### config.mk
export PLATFORM = sky130hd
export DESIGN_NAME = sac_control
export DESIGN_NICKNAME = d
export VERILOG_FILES = /design/src/sac_pkg.sv /design/src/sac_sar_clock.sv /design/src/sac_control.sv
export SDC_FILE = /design/constraint.sdc
export NUM_CORES = 1
export LEC_CHECK = 0
export BUFFER_PORTS_ARGS = -buffer_cell sky130_fd_sc_hd__buf_4
export CORE_MARGIN = 4
export CORE_UTILIZATION = 40
export CTS_BUF_LIST = sky130_fd_sc_hd__clkbuf_4 sky130_fd_sc_hd__clkbuf_8
export DETAILED_ROUTE_END_ITERATION = 10
export SYNTH_ARGS = -nofsm -noshare
export SYNTH_HDL_FRONTEND = slang
export SYNTH_SLANG_ARGS = --single-unit
### constraint.sdc
create_clock -name core_clk -period 5.1 [get_ports core_clk]
set_input_delay 0.255 -clock core_clk [delete_from_list [all_inputs] [get_ports core_clk]]
set_output_delay 0.255 -clock core_clk [all_outputs]
set_load 0.02 [all_outputs]
### src/sac_pkg.sv
// Purpose: shared constants and types of the converter control unit
// Assumes: 8-bit special-function register port, one clock
// Notes:   offsets are byte addresses on that port
`default_nettype none

package sac_pkg;

  // ********************************************************
  // register port
  // ********************************************************
  localparam int unsigned SAC_ADDR_W = 8;
  localparam int unsigned SAC_DATA_W = 8;

  localparam logic [7:0] SAC_OFS_PAIR_CFG = 8'hba;
  localparam logic [7:0] SAC_OFS_CHAN_SEL = 8'hbb;
  localparam logic [7:0] SAC_OFS_CLK_GAIN = 8'hbc;
  localparam logic [7:0] SAC_OFS_RES_LO   = 8'hbe;
  localparam logic [7:0] SAC_OFS_RES_HI   = 8'hbf;
  localparam logic [7:0] SAC_OFS_CTRL     = 8'he8;

  localparam logic [7:0] SAC_RST_PAIR_CFG = 8'h00;
  localparam logic [7:0] SAC_RST_CHAN_SEL = 8'h00;
  localparam logic [7:0] SAC_RST_CLK_GAIN = 8'hf8;
  localparam logic [7:0] SAC_RST_RES      = 8'h00;
  localparam logic [7:0] SAC_RST_CTRL     = 8'h00;
  localparam logic [7:0] SAC_LOW_NIBBLE   = 8'h0f;

  // ********************************************************
  // field positions
  // ********************************************************
  localparam int unsigned SAC_CTL_ENABLE = 7;
  localparam int unsigned SAC_CTL_TRACK  = 6;
  localparam int unsigned SAC_CTL_DONE   = 5;
  localparam int unsigned SAC_CTL_BUSY   = 4;
  localparam int unsigned SAC_CTL_MODE_H = 3;
  localparam int unsigned SAC_CTL_MODE_L = 2;
  localparam int unsigned SAC_CTL_WINDOW = 1;
  localparam int unsigned SAC_CTL_LJUST  = 0;
  localparam int unsigned SAC_CFG_DIV_H  = 7;
  localparam int unsigned SAC_CFG_DIV_L  = 3;
  localparam int unsigned SAC_CFG_GAIN_H = 2;
  localparam int unsigned SAC_CFG_GAIN_L = 0;
  localparam int unsigned SAC_CHAN_TEMP  = 3;

  localparam int unsigned SAC_DIV_W      = 5;
  localparam int unsigned SAC_RES_W      = 10;
  localparam int unsigned SAC_PAD_W      = 6;

  // ********************************************************
  // timing
  // ********************************************************
  localparam int unsigned SAC_TRACK_SAR_CLKS = 3;
  localparam int unsigned SAC_CONV_SAR_CLKS  = 11;
  localparam int unsigned SAC_CNT_W          = 4;

  // ********************************************************
  // enumerations
  // ********************************************************
  typedef enum logic [1:0] {
    SAC_START_WRITE = 2'b00,
    SAC_START_TMR3  = 2'b01,
    SAC_START_EXT   = 2'b10,
    SAC_START_TMR2  = 2'b11
  } sac_start_t;

  typedef enum logic [1:0] {
    SAC_ST_IDLE  = 2'b00,
    SAC_ST_TRACK = 2'b01,
    SAC_ST_CONV  = 2'b10
  } sac_state_t;

  typedef enum logic [2:0] {
    SAC_GAIN_X1   = 3'h0,
    SAC_GAIN_X2   = 3'h1,
    SAC_GAIN_X4   = 3'h2,
    SAC_GAIN_X8   = 3'h3,
    SAC_GAIN_X16  = 3'h4,
    SAC_GAIN_HALF = 3'h5
  } sac_gain_t;

endpackage

`default_nettype wire

### src/sac_sar_clock.sv
// Purpose: sar clock tick generator from the system clock
// Assumes: divisor held stable while running
// Notes:   one tick every divisor+1 cycles, phase restarts when run drops
`default_nettype none

module sac_sar_clock
  import sac_pkg::*;
#(
  parameter int unsigned DIV_W = sac_pkg::SAC_DIV_W
)(
  // clock and reset
  input  wire logic             core_clk,
  input  wire logic             sys_rst,
  // control
  input  wire logic             run,
  input  wire logic [DIV_W-1:0] divisor,
  // tick
  output logic                  sar_tick
);

  // ********************************************************
  // state
  // ********************************************************
  typedef struct packed {
    logic [DIV_W-1:0] cnt;
  } sac_div_t;

  sac_div_t state_reg;
  sac_div_t state_next;

  // restart on every run so the first tick is a full period away
  assign sar_tick = run && (state_reg.cnt == divisor);

  always_comb
  begin
    state_next = state_reg;
    if (!run || sar_tick)
    begin
      state_next.cnt = '0;
    end
    else
    begin
      state_next.cnt = state_reg.cnt + {{(DIV_W-1){1'b0}}, 1'b1};
    end
  end

  always_ff @(posedge core_clk or posedge sys_rst)
  begin
    if (sys_rst)
    begin
      state_reg <= '0;
    end
    else
    begin
      state_reg <= state_next;
    end
  end

endmodule

`default_nettype wire

### src/sac_control.sv
// Purpose: digital control of a 10-bit successive-approximation converter
// Assumes: analog core supplies its result when the last sar clock ends
// Notes:   window limits arrive as ports from their own registers
`default_nettype none

module sac_control
  import sac_pkg::*;
#(
  parameter int unsigned CONV_SAR_CLKS = sac_pkg::SAC_CONV_SAR_CLKS
)(
  // clock and reset
  input  wire logic                            core_clk,
  input  wire logic                            sys_rst,
  // special-function register port
  input  wire logic [sac_pkg::SAC_ADDR_W-1:0]  sfr_addr,
  input  wire logic                            sfr_wr,
  input  wire logic [sac_pkg::SAC_DATA_W-1:0]  sfr_wdata,
  output logic      [sac_pkg::SAC_DATA_W-1:0]  sfr_rdata,
  // conversion triggers
  input  wire logic                            timer3_overflow,
  input  wire logic                            timer2_overflow,
  input  wire logic                            external_start_input,
  // window limits
  input  wire logic [15:0]                     window_gt_limit,
  input  wire logic [15:0]                     window_lt_limit,
  // analog core
  input  wire logic [sac_pkg::SAC_RES_W-1:0]   analog_result,
  output logic                                 converter_active,
  output logic                                 track_active,
  output logic                                 convert_active,
  output logic                                 sar_clock_tick,
  output logic      [2:0]                      mux_input_pos,
  output logic                                 mux_differential,
  output logic                                 mux_temp_sensor,
  output sac_pkg::sac_gain_t                   amplifier_gain,
  // flags
  output logic                                 conversion_done_flag,
  output logic                                 window_match_flag
);

  // ********************************************************
  // helper functions
  // ********************************************************
  function automatic sac_gain_t sac_gain_decode(input logic [2:0] sel);
    sac_gain_t g;
    g = SAC_GAIN_X1;
    unique case (sel)
      3'h0: g = SAC_GAIN_X1;
      3'h1: g = SAC_GAIN_X2;
      3'h2: g = SAC_GAIN_X4;
      3'h3: g = SAC_GAIN_X8;
      3'h4, 3'h5: g = SAC_GAIN_X16;
      3'h6, 3'h7: g = SAC_GAIN_HALF;
    endcase
    return g;
  endfunction

  function automatic logic [15:0] sac_format(input logic [SAC_RES_W-1:0] raw,
                                             input logic diff, input logic ljust);
    logic [15:0] w;
    w = ljust ? {raw, {SAC_PAD_W{1'b0}}}
              : {{SAC_PAD_W{diff & raw[SAC_RES_W-1]}}, raw};
    return w;
  endfunction

  // signed compare for differential data, unsigned for single-ended
  function automatic logic sac_less(input logic [15:0] a, input logic [15:0] b, input logic sgn);
    logic signed [16:0] ea;
    logic signed [16:0] eb;
    ea = {sgn & a[15], a};
    eb = {sgn & b[15], b};
    return ea < eb;
  endfunction

  // ********************************************************
  // state
  // ********************************************************
  typedef struct packed {
    logic [3:0]               pair_cfg;
    logic [3:0]               channel_code;
    logic [7:0]               clk_gain;
    logic [7:0]               res_lo;
    logic [7:0]               res_hi;
    logic                     enable;
    logic                     track_mode;
    logic                     done;
    logic [1:0]               start_mode;
    logic                     window;
    logic                     left_justify;
    sac_state_t               st;
    logic [SAC_CNT_W-1:0]     cnt;
    logic                     ext_s1;
    logic                     ext_s2;
    logic                     ext_prev;
    logic [7:0]               rdata;
  } sac_ctl_t;

  sac_ctl_t state_reg;
  sac_ctl_t state_next;

  logic                     sar_tick;
  logic                     sel_diff;
  logic                     wr_ctrl;
  logic                     sw_start;
  logic                     ext_rise;
  logic                     trigger;
  logic [15:0]              new_word;
  logic                     in_window_mode;
  logic                     win_hit;
  logic [7:0]               ctrl_view;

  // ********************************************************
  // sar clock
  // ********************************************************
  sac_sar_clock #(
    .DIV_W     (SAC_DIV_W)
  ) u_sar_clock (
    .core_clk  (core_clk),
    .sys_rst   (sys_rst),
    .run       (state_reg.st != SAC_ST_IDLE),
    .divisor   (state_reg.clk_gain[SAC_CFG_DIV_H:SAC_CFG_DIV_L]),
    .sar_tick  (sar_tick)
  );

  // ********************************************************
  // analog steering
  // ********************************************************
  // odd code of a differential pair is steered to the pair's even input
  assign sel_diff = !state_reg.channel_code[SAC_CHAN_TEMP]
                    && state_reg.pair_cfg[state_reg.channel_code[2:1]];

  assign mux_temp_sensor  = state_reg.channel_code[SAC_CHAN_TEMP];
  assign mux_differential = sel_diff;
  assign mux_input_pos    = sel_diff ? {state_reg.channel_code[2:1], 1'b0}
                                     : state_reg.channel_code[2:0];

  assign amplifier_gain   = sac_gain_decode(state_reg.clk_gain[SAC_CFG_GAIN_H:SAC_CFG_GAIN_L]);
  assign converter_active = state_reg.enable;
  assign convert_active   = state_reg.st == SAC_ST_CONV;
  assign sar_clock_tick   = sar_tick;

  // low-power external mode tracks while the pin is low and idle
  assign track_active = !state_reg.enable ? 1'b0
                      : !state_reg.track_mode ? (state_reg.st == SAC_ST_IDLE)
                      : (state_reg.start_mode == SAC_START_EXT)
                        ? ((state_reg.st == SAC_ST_IDLE) && !state_reg.ext_s2)
                      : (state_reg.st == SAC_ST_TRACK);

  // ********************************************************
  // triggers
  // ********************************************************
  assign wr_ctrl  = sfr_wr && (sfr_addr == SAC_OFS_CTRL);
  // a start needs write mode both in the register and in the mode bits of this write
  assign sw_start = wr_ctrl && sfr_wdata[SAC_CTL_BUSY]
                    && (sfr_wdata[SAC_CTL_MODE_H:SAC_CTL_MODE_L] == SAC_START_WRITE);
  assign ext_rise = state_reg.ext_s2 && !state_reg.ext_prev;

  always_comb
  begin
    trigger = 1'b0;
    unique case (sac_start_t'(state_reg.start_mode))
      SAC_START_WRITE: trigger = sw_start;
      SAC_START_TMR3:  trigger = timer3_overflow;
      SAC_START_EXT:   trigger = ext_rise;
      SAC_START_TMR2:  trigger = timer2_overflow;
    endcase
  end

  // ********************************************************
  // result and window
  // ********************************************************
  assign new_word       = sac_format(analog_result, sel_diff, state_reg.left_justify);
  // limits in order mean the window flags inside, crossed over outside
  assign in_window_mode = sac_less(window_gt_limit, window_lt_limit, sel_diff);
  assign win_hit        = in_window_mode
                          ? (sac_less(window_gt_limit, new_word, sel_diff)
                             && sac_less(new_word, window_lt_limit, sel_diff))
                          : (sac_less(new_word, window_lt_limit, sel_diff)
                             || sac_less(window_gt_limit, new_word, sel_diff));

  assign ctrl_view = {state_reg.enable, state_reg.track_mode, state_reg.done,
                      state_reg.st != SAC_ST_IDLE, state_reg.start_mode,
                      state_reg.window, state_reg.left_justify};

  // ********************************************************
  // next state
  // ********************************************************
  always_comb
  begin
    state_next          = state_reg;
    state_next.ext_s1   = external_start_input;
    state_next.ext_s2   = state_reg.ext_s1;
    state_next.ext_prev = state_reg.ext_s2;

    if (sfr_wr)
    begin
      unique case (sfr_addr)
        SAC_OFS_PAIR_CFG: state_next.pair_cfg = sfr_wdata[3:0];
        SAC_OFS_CHAN_SEL: state_next.channel_code = sfr_wdata[3:0];
        SAC_OFS_CLK_GAIN: state_next.clk_gain = sfr_wdata;
        SAC_OFS_RES_LO:   state_next.res_lo = sfr_wdata;
        SAC_OFS_RES_HI:   state_next.res_hi = sfr_wdata;
        SAC_OFS_CTRL:
        begin
          state_next.enable       = sfr_wdata[SAC_CTL_ENABLE];
          state_next.track_mode   = sfr_wdata[SAC_CTL_TRACK];
          state_next.done         = sfr_wdata[SAC_CTL_DONE];
          state_next.start_mode   = sfr_wdata[SAC_CTL_MODE_H:SAC_CTL_MODE_L];
          state_next.window       = sfr_wdata[SAC_CTL_WINDOW];
          state_next.left_justify = sfr_wdata[SAC_CTL_LJUST];
        end
        default: ;
      endcase
    end

    unique case (state_reg.st)
      SAC_ST_IDLE:
      begin
        state_next.cnt = '0;
        if (state_reg.enable && trigger)
        begin
          state_next.st = (state_reg.track_mode && (state_reg.start_mode != SAC_START_EXT))
                          ? SAC_ST_TRACK
                          : SAC_ST_CONV;
        end
      end
      SAC_ST_TRACK:
      begin
        if (sar_tick)
        begin
          if (state_reg.cnt == SAC_CNT_W'(SAC_TRACK_SAR_CLKS - 1))
          begin
            state_next.st  = SAC_ST_CONV;
            state_next.cnt = '0;
          end
          else
          begin
            state_next.cnt = state_reg.cnt + {{(SAC_CNT_W-1){1'b0}}, 1'b1};
          end
        end
      end
      SAC_ST_CONV:
      begin
        if (sar_tick)
        begin
          if (state_reg.cnt == SAC_CNT_W'(CONV_SAR_CLKS - 1))
          begin
            state_next.st     = SAC_ST_IDLE;
            state_next.res_hi = new_word[15:8];
            state_next.res_lo = new_word[7:0];
            // hardware set wins over a software clear in the same cycle
            state_next.done   = 1'b1;
            if (win_hit)
            begin
              state_next.window = 1'b1;
            end
          end
          else
          begin
            state_next.cnt = state_reg.cnt + {{(SAC_CNT_W-1){1'b0}}, 1'b1};
          end
        end
      end
      default:
      begin
        state_next.st = SAC_ST_IDLE;
      end
    endcase

    // shutdown aborts a running conversion without a completion unless written in the cycle of its last sar tick
    if (!state_next.enable)
    begin
      state_next.st = SAC_ST_IDLE;
    end

    unique case (sfr_addr)
      SAC_OFS_PAIR_CFG: state_next.rdata = {4'h0, state_reg.pair_cfg};
      SAC_OFS_CHAN_SEL: state_next.rdata = {4'h0, state_reg.channel_code};
      SAC_OFS_CLK_GAIN: state_next.rdata = state_reg.clk_gain;
      SAC_OFS_RES_LO:   state_next.rdata = state_reg.res_lo;
      SAC_OFS_RES_HI:   state_next.rdata = state_reg.res_hi;
      SAC_OFS_CTRL:     state_next.rdata = ctrl_view;
      default:          state_next.rdata = 8'h00;
    endcase
  end

  // ********************************************************
  // registers
  // ********************************************************
  always_ff @(posedge core_clk or posedge sys_rst)
  begin
    if (sys_rst)
    begin
      state_reg              <= '0;
      state_reg.pair_cfg     <= SAC_RST_PAIR_CFG[3:0];
      state_reg.channel_code <= SAC_RST_CHAN_SEL[3:0];
      state_reg.clk_gain     <= SAC_RST_CLK_GAIN;
      state_reg.res_lo       <= SAC_RST_RES;
      state_reg.res_hi       <= SAC_RST_RES;
      state_reg.st           <= SAC_ST_IDLE;
    end
    else
    begin
      state_reg <= state_next;
    end
  end

  assign sfr_rdata            = state_reg.rdata;
  assign conversion_done_flag = state_reg.done;
  assign window_match_flag    = state_reg.window;

endmodule

`default_nettype wire

==> results.yml, run 1 <==
finish:
  post_route_cells_drive_above_1_share_pct: 26.9
  regArea_mm2: 0.00153
  fill_cells: 1038
  area_growth_pct: 19.0
  largest_register_ffs: 38
  nets: 656
  multi_input_area_mm2: 0.00262
  antenna_cells: 0
clock_tree:
  worst_skew_pair.late_latency_ps: 350
  cts-htree-levels: 3
  root_buffer: "clkbuf_8"
  clk_path_buf_depth: 2
  tritoncts: "yes"
  cts_sinks: 61
  cts-resized-gates: 0
  cts.reportedPaths.clkPinSlew_ps: 60
  cts_made_buffers: 9
worst_setup_path:
  arrival_ps: 3690
  start_kind: "flip-flop"
  r2r_start: "state_reg[49]"
  crit_path_max_incr_delay_ps: 420
  cp-end-kind: "flip-flop"
  cpMaxStageDelayCell: "nor2b_1"
  ff2ff_path_depth: 12
  worstPathRequired_ps: 5370
  crit_chain: "mux4_2 > nor2b_1 > nand2_1 > nor2_1 > a21oi_1 > ha_1 > a21o_1 > a211oi_1 > mux2_2 > o221ai_1 > maj3_1 > o21ai_1"
  path_max_fanout: 8
  crit_family: "simple AND/OR/NAND/NOR gates"
  reg2reg_slack_ps: 1690
  worstPathBufferInverterCount: 0
  critPathKind: "flip-flop to flip-flop"
  r2r-end: "window_match_flag"
synthesis:
  synth.top_cells.by_area: "dfrtp_1 31%, ha_1 15%, mux2_2 7.3%"
  yosysWarnings: 0
  synthArstFlopShare_pct: 100
  yosysSeqAreaShare_pct: 34.3
  postSynthAreaPerCell_um2: 9.64
  synth_most_common_cell: "dfrtp_1"
  synth_edf_count: 0
  syn_area_mm2: 0.00447
  synthFlopType: "dfrtp_1"
  synth_top_cells_by_count: "56 x dfrtp_1, 54 x ha_1, 46 x inv_1, 34 x a21oi_1, 29 x mux2_2"
  synth.distinct_cells: 55
  synthCells: 464
  synth_top_cell_by_area: "dfrtp_1"
  synth_top_area_share_pct: 31.3
  syn_nets: 582
  synth-seq-cells: 61
routing:
  drt-total-wl_um: 11900
  avgRoutedWirePerCell_um: 17.4
  antenna_left: 0
  drc: 0
  first_pass_iters: 4
  drtIter0Drc: 197
  via_count: 3642
  avgViaCountPerCell: 5.33
die:
  start_util_pct: 41.1
  coreArea_mm2: 0.0109
  dieArea_mm2: 0.0129
  floorplan.rows: 38
  ioPinCount: 86
  die_h_um: 114
  die_w_um: 114
global_route:
  antenna_found_initial: 0
  grt_overflow: 0
  grt_max_degree: 62
  grt_pass1_wl_um: 19400
  track_usage_pct: 19.3
  grt_pass1_vias: 3816
power:
  ir_drop_mv: 0.126
  power_leakage_nw: 2.70
  power_density_mw_per_mm2: 209
  total_power_mw: 1.11
sta:
  fmax_mhz: 293
  rsz0062_at_grt: "no"
  slew_violations: 0
  worst_pin_slew_ps: 1070
  finalCritPeriodShare_pct: 66.9
  setup_viol: 0
  setup_tns_ps: 0
  fin_ws_ps: 1690
  hold-worst-slack_ps: 127
  relSlewSlack_pct: 28.9
  skew_ps: 8.16
  post-route-min-period_ps: 3410
  hold_viol: 0
placement:
  place_ws_ps: 1780
  port-buffer-count: 85
  dp_hpwl_um: 9470
  gp_congestion: 0.925
min_path:
  holdCritPathClass: "input pin to asynchronous set/reset pin"
status:
  outcome: "finished clean"
flow_run:
  cap_violations: 0
## placed cells by master, fill, tap and decap left out, types with 8 or more instances in the layout
master,count
mux2_2,29
nor2_1,21
o21ai_0,26
buf_4,86
nand2b_1,8
a22oi_1,8
a211oi_1,14
ha_1,54
nand3_1,14
nor2b_1,15
clkbuf_8,9
mux2i_1,20
dfrtp_1,56
nand2_1,21
a21oi_1,34
inv_1,45
## worst register-to-register path: cells and delay by family (launching register included)
kind / cells / cell delay (ps)
simple gates: 3 / 890
mux: 2 / 540
fa+ha+maj: 2 / 700
compound gates: 5 / 810
flops: 1 / 410
## final cells by class
| type | count | area share (%) |
|---|---|---|
| clock buffer | 11 | 2.61 |
| clock inverter | 5 | 0.517 |
| inverter | 46 | 3.24 |
| multi-input combinational | 333 | 49.2 |
| sequential | 61 | 28.8 |
| tap | 140 | 3.29 |
| timing repair buffer | 87 | 12.3 |
## metal layers
metal	track usage [%]	share of wire, %
met1	26.7	47
met2	28.5	44
met3	4.46	5.5
met4	9.21	3.7
met5	0	0
## cells by family (layout without fill, tap and decap cells)
logic type | Yosys count | count (layout) | share of synthesized area (%)
AOI/OAI and AO/OA | 106 | 106 | 14.5
xor gates and xnor gates | 9 | 9 | 1.76
adders and majority gates | 55 | 55 | 15.3
buffers and inverters | 70 | 149 | 7.13
DFF | 61 | 61 | 34.3
muxes | 50 | 50 | 12.3
and+or+nand+nor | 113 | 113 | 14.7
## timing repair
action / 4_1_cts / 5_1_grt
hold endpoints to repair: 1 / 0
hold buffers: 1 / 0
buffers inserted: 0 / 0
## through the flow
| step | instance area (um2) | utilization (%) | cells |
|---|---|---|---|
| 4_1_cts | 5320 | 48.9 | 683 |
| 3_3_place_gp | 5150 | 47.3 | 666 |
| 6_report | 5320 | 48.9 | 683 |
| 5_1_grt | 5320 | 48.9 | 683 |
| 3_5_place_dp | 5150 | 47.3 | 666 |
| 2_1_floorplan | 4470 | - | 464 |
## where the power goes
part           total, mW  internal (mW)  leakage (nW)  switching, mW
clock network      0.372          0.183        0.0897          0.188
logic              0.223          0.104          1.80          0.119
registers          0.519          0.502         0.814         0.0167
total               1.11          0.789          2.70          0.324
## how the worst max path moves through the flow
stage	start	end	slack, ps	depth (start not counted)
after floorplan	state_reg[49]	window_match_flag	2140	13
after global placement	state_reg[49]	window_match_flag	1910	12
after detailed placement	state_reg[49]	window_match_flag	1780	12
after CTS	state_reg[49]	window_match_flag	1740	12
after global routing	state_reg[49]	window_match_flag	1340	12
final	state_reg[49]	window_match_flag	1690	12
Note: power is estimated with default switching activity, not from simulation.
==> inputs of run 2 (changes only) <==
clock period = 3.53 ns   (was 5.1 ns; I/O delays follow)
==> results.yml, run 2 (synthesis gave the netlist of run 1 again) <==
status:
  outcome: "finished clean"
finish:
  layout_common_cells: "88 x buf_4, 56 x dfrtp_1, 54 x ha_1"
  nets: 659
  area_growth_pct: 20.1
  antenna_cells: 0
  post_route_cells_drive_above_1_share_pct: 27.2
  largest_register_ffs: 38
  mostFrequentLayoutCell: "buf_4"
routing:
  drt-total-wl_um: 11700
  first_pass_iters: 4
  avgRoutedWirePerCell_um: 17.1
  via_count: 3683
  drtIter0Drc: 213
  drc: 0
  avgViaCountPerCell: 5.38
  antenna_left: 0
global_route:
  track_usage_pct: 18.8
  grt_overflow: 0
  grt_pass1_vias: 3814
  antenna_found_initial: 0
  grt_max_degree: 34
  grt_pass1_wl_um: 19000
min_path:
  holdCritPathClass: "input pin to flip-flop"
worst_setup_path:
  worstPathRequired_ps: 3800
  cp-end-kind: "flip-flop"
  critPathKind: "flip-flop to flip-flop"
  path_max_fanout: 8
  crit_chain: "mux4_2 > nor2b_2 > nand2_1 > nor2_1 > a21oi_1 > ha_1 > a21oi_1 > nand2_1 > a211oi_1 > o221ai_1 > maj3_1 > o21ai_1"
  crit_path_max_incr_delay_ps: 410
  start_kind: "flip-flop"
  cpMaxStageDelayCell: "dfrtp_1"
  arrival_ps: 3510
die:
  ioPinCount: 86
  coreArea_mm2: 0.0109
  floorplan.rows: 38
  start_util_pct: 41.1
  dieArea_mm2: 0.0129
  die_h_um: 114
  die_w_um: 114
clock_tree:
  cts-htree-levels: 3
  worst_skew_pair.late_latency_ps: 340
  tritoncts: "yes"
  cts_made_buffers: 9
  cts.reportedPaths.clkPinSlew_ps: 60
  clk_path_buf_depth: 2
  cts_setup_buffers: 0
  cts_sinks: 61
  root_buffer: "clkbuf_8"
sta:
  hold_viol: 0
  relSlewSlack_pct: 58.7
  setup_viol: 0
  fmax_mhz: 308
  finalCritPeriodShare_pct: 92.0
  rsz0062_at_grt: "no"
  skew_ps: 5.05
  setup_tns_ps: 0
  post-route-min-period_ps: 3250
  worst_pin_slew_ps: 619
  slew_violations: 0
power:
  power_density_mw_per_mm2: 308
  power_leakage_nw: 2.73
  ir_drop_mv: 0.208
  total_power_mw: 1.65
placement:
  gp_congestion: 0.878
  dp_hpwl_um: 9440
  port-buffer-count: 85
flow_run:
  cap_violations: 0
==> run 2: layout make-up <==
type                            instances  area [um2]
Fill cell                            1036        5520
Multi-Input combinational cell        333        2620
Sequential cell                        61        1530
Timing Repair Buffer                   90         681
Clock buffer                           14         180
Tap cell                              140         175
Inverter                               46         173
Clock inverter                          1        5.00
==> run 2: worst paths after layout <==
path                                     from                 to  slack (ps)  cells past startpoint
max in group asynchronous             sys_rst      state_reg[46]        2180                      4
min in group asynchronous             sys_rst       sfr_rdata[0]         460                      3
worst min register to register  state_next[9]      state_next[8]         360                      0
worst max register to register  state_reg[49]  window_match_flag         280                     12
worst max-delay path            state_reg[49]  window_match_flag         280                     12
worst min-delay path             sfr_wdata[6]       ctrl_view[6]         120                      2
==> run 2: what timing repair did <==
| action | CTS | global route |
|---|---|---|
| hold endpoints to repair | 27 | 0 |
| gates resized for setup | 0 | 1 |
| endpoints found under the setup margin | 0 | 1 |
| hold buffers | 2 | 0 |
==> run 2: worst max-delay path, delay by kind of cell (launching register included) <==
| kind | cells | cell delay (ps) |
|---|---|---|
| simple gates | 4 | 800 |
| flops | 1 | 410 |
| mux | 1 | 350 |
| compound gates | 5 | 880 |
| fa+ha+maj | 2 | 740 |
==> run 2: layer usage <==
metal	vias to the layer above	part of all wire (%)	GRT usage, %
met5	-	0	0
li1	1816	-	-
met1	1722	47	25.6
met3	20	5.8	3.98
met4	0	2.3	7.45
met2	125	45	29.3
==> run 2: metrics by stage <==
step / setup WS [ps] / instances / util [%] / hold WS [ps] / instance area, um2
finish: 281 / 685 / 49.3 / 121 / 5370
floorplan: 575 / 464 / - / 208 / 4470
CTS: 120 / 685 / 49.3 / 102 / 5370
global placement: 321 / 668 / 47.4 / 292 / 5160
detailed placement: 145 / 668 / 47.4 / 289 / 5160
global route: 10.4 / 685 / 49.3 / 108 / 5370
==> run 2: report_power, final <==
part / total, mW / internal, mW / leakage (nW) / switching [mW]
clock network: 0.584 / 0.323 / 0.0994 / 0.261
logic: 0.321 / 0.151 / 1.82 / 0.171
registers: 0.749 / 0.726 / 0.814 / 0.0232
total: 1.65 / 1.20 / 2.73 / 0.455
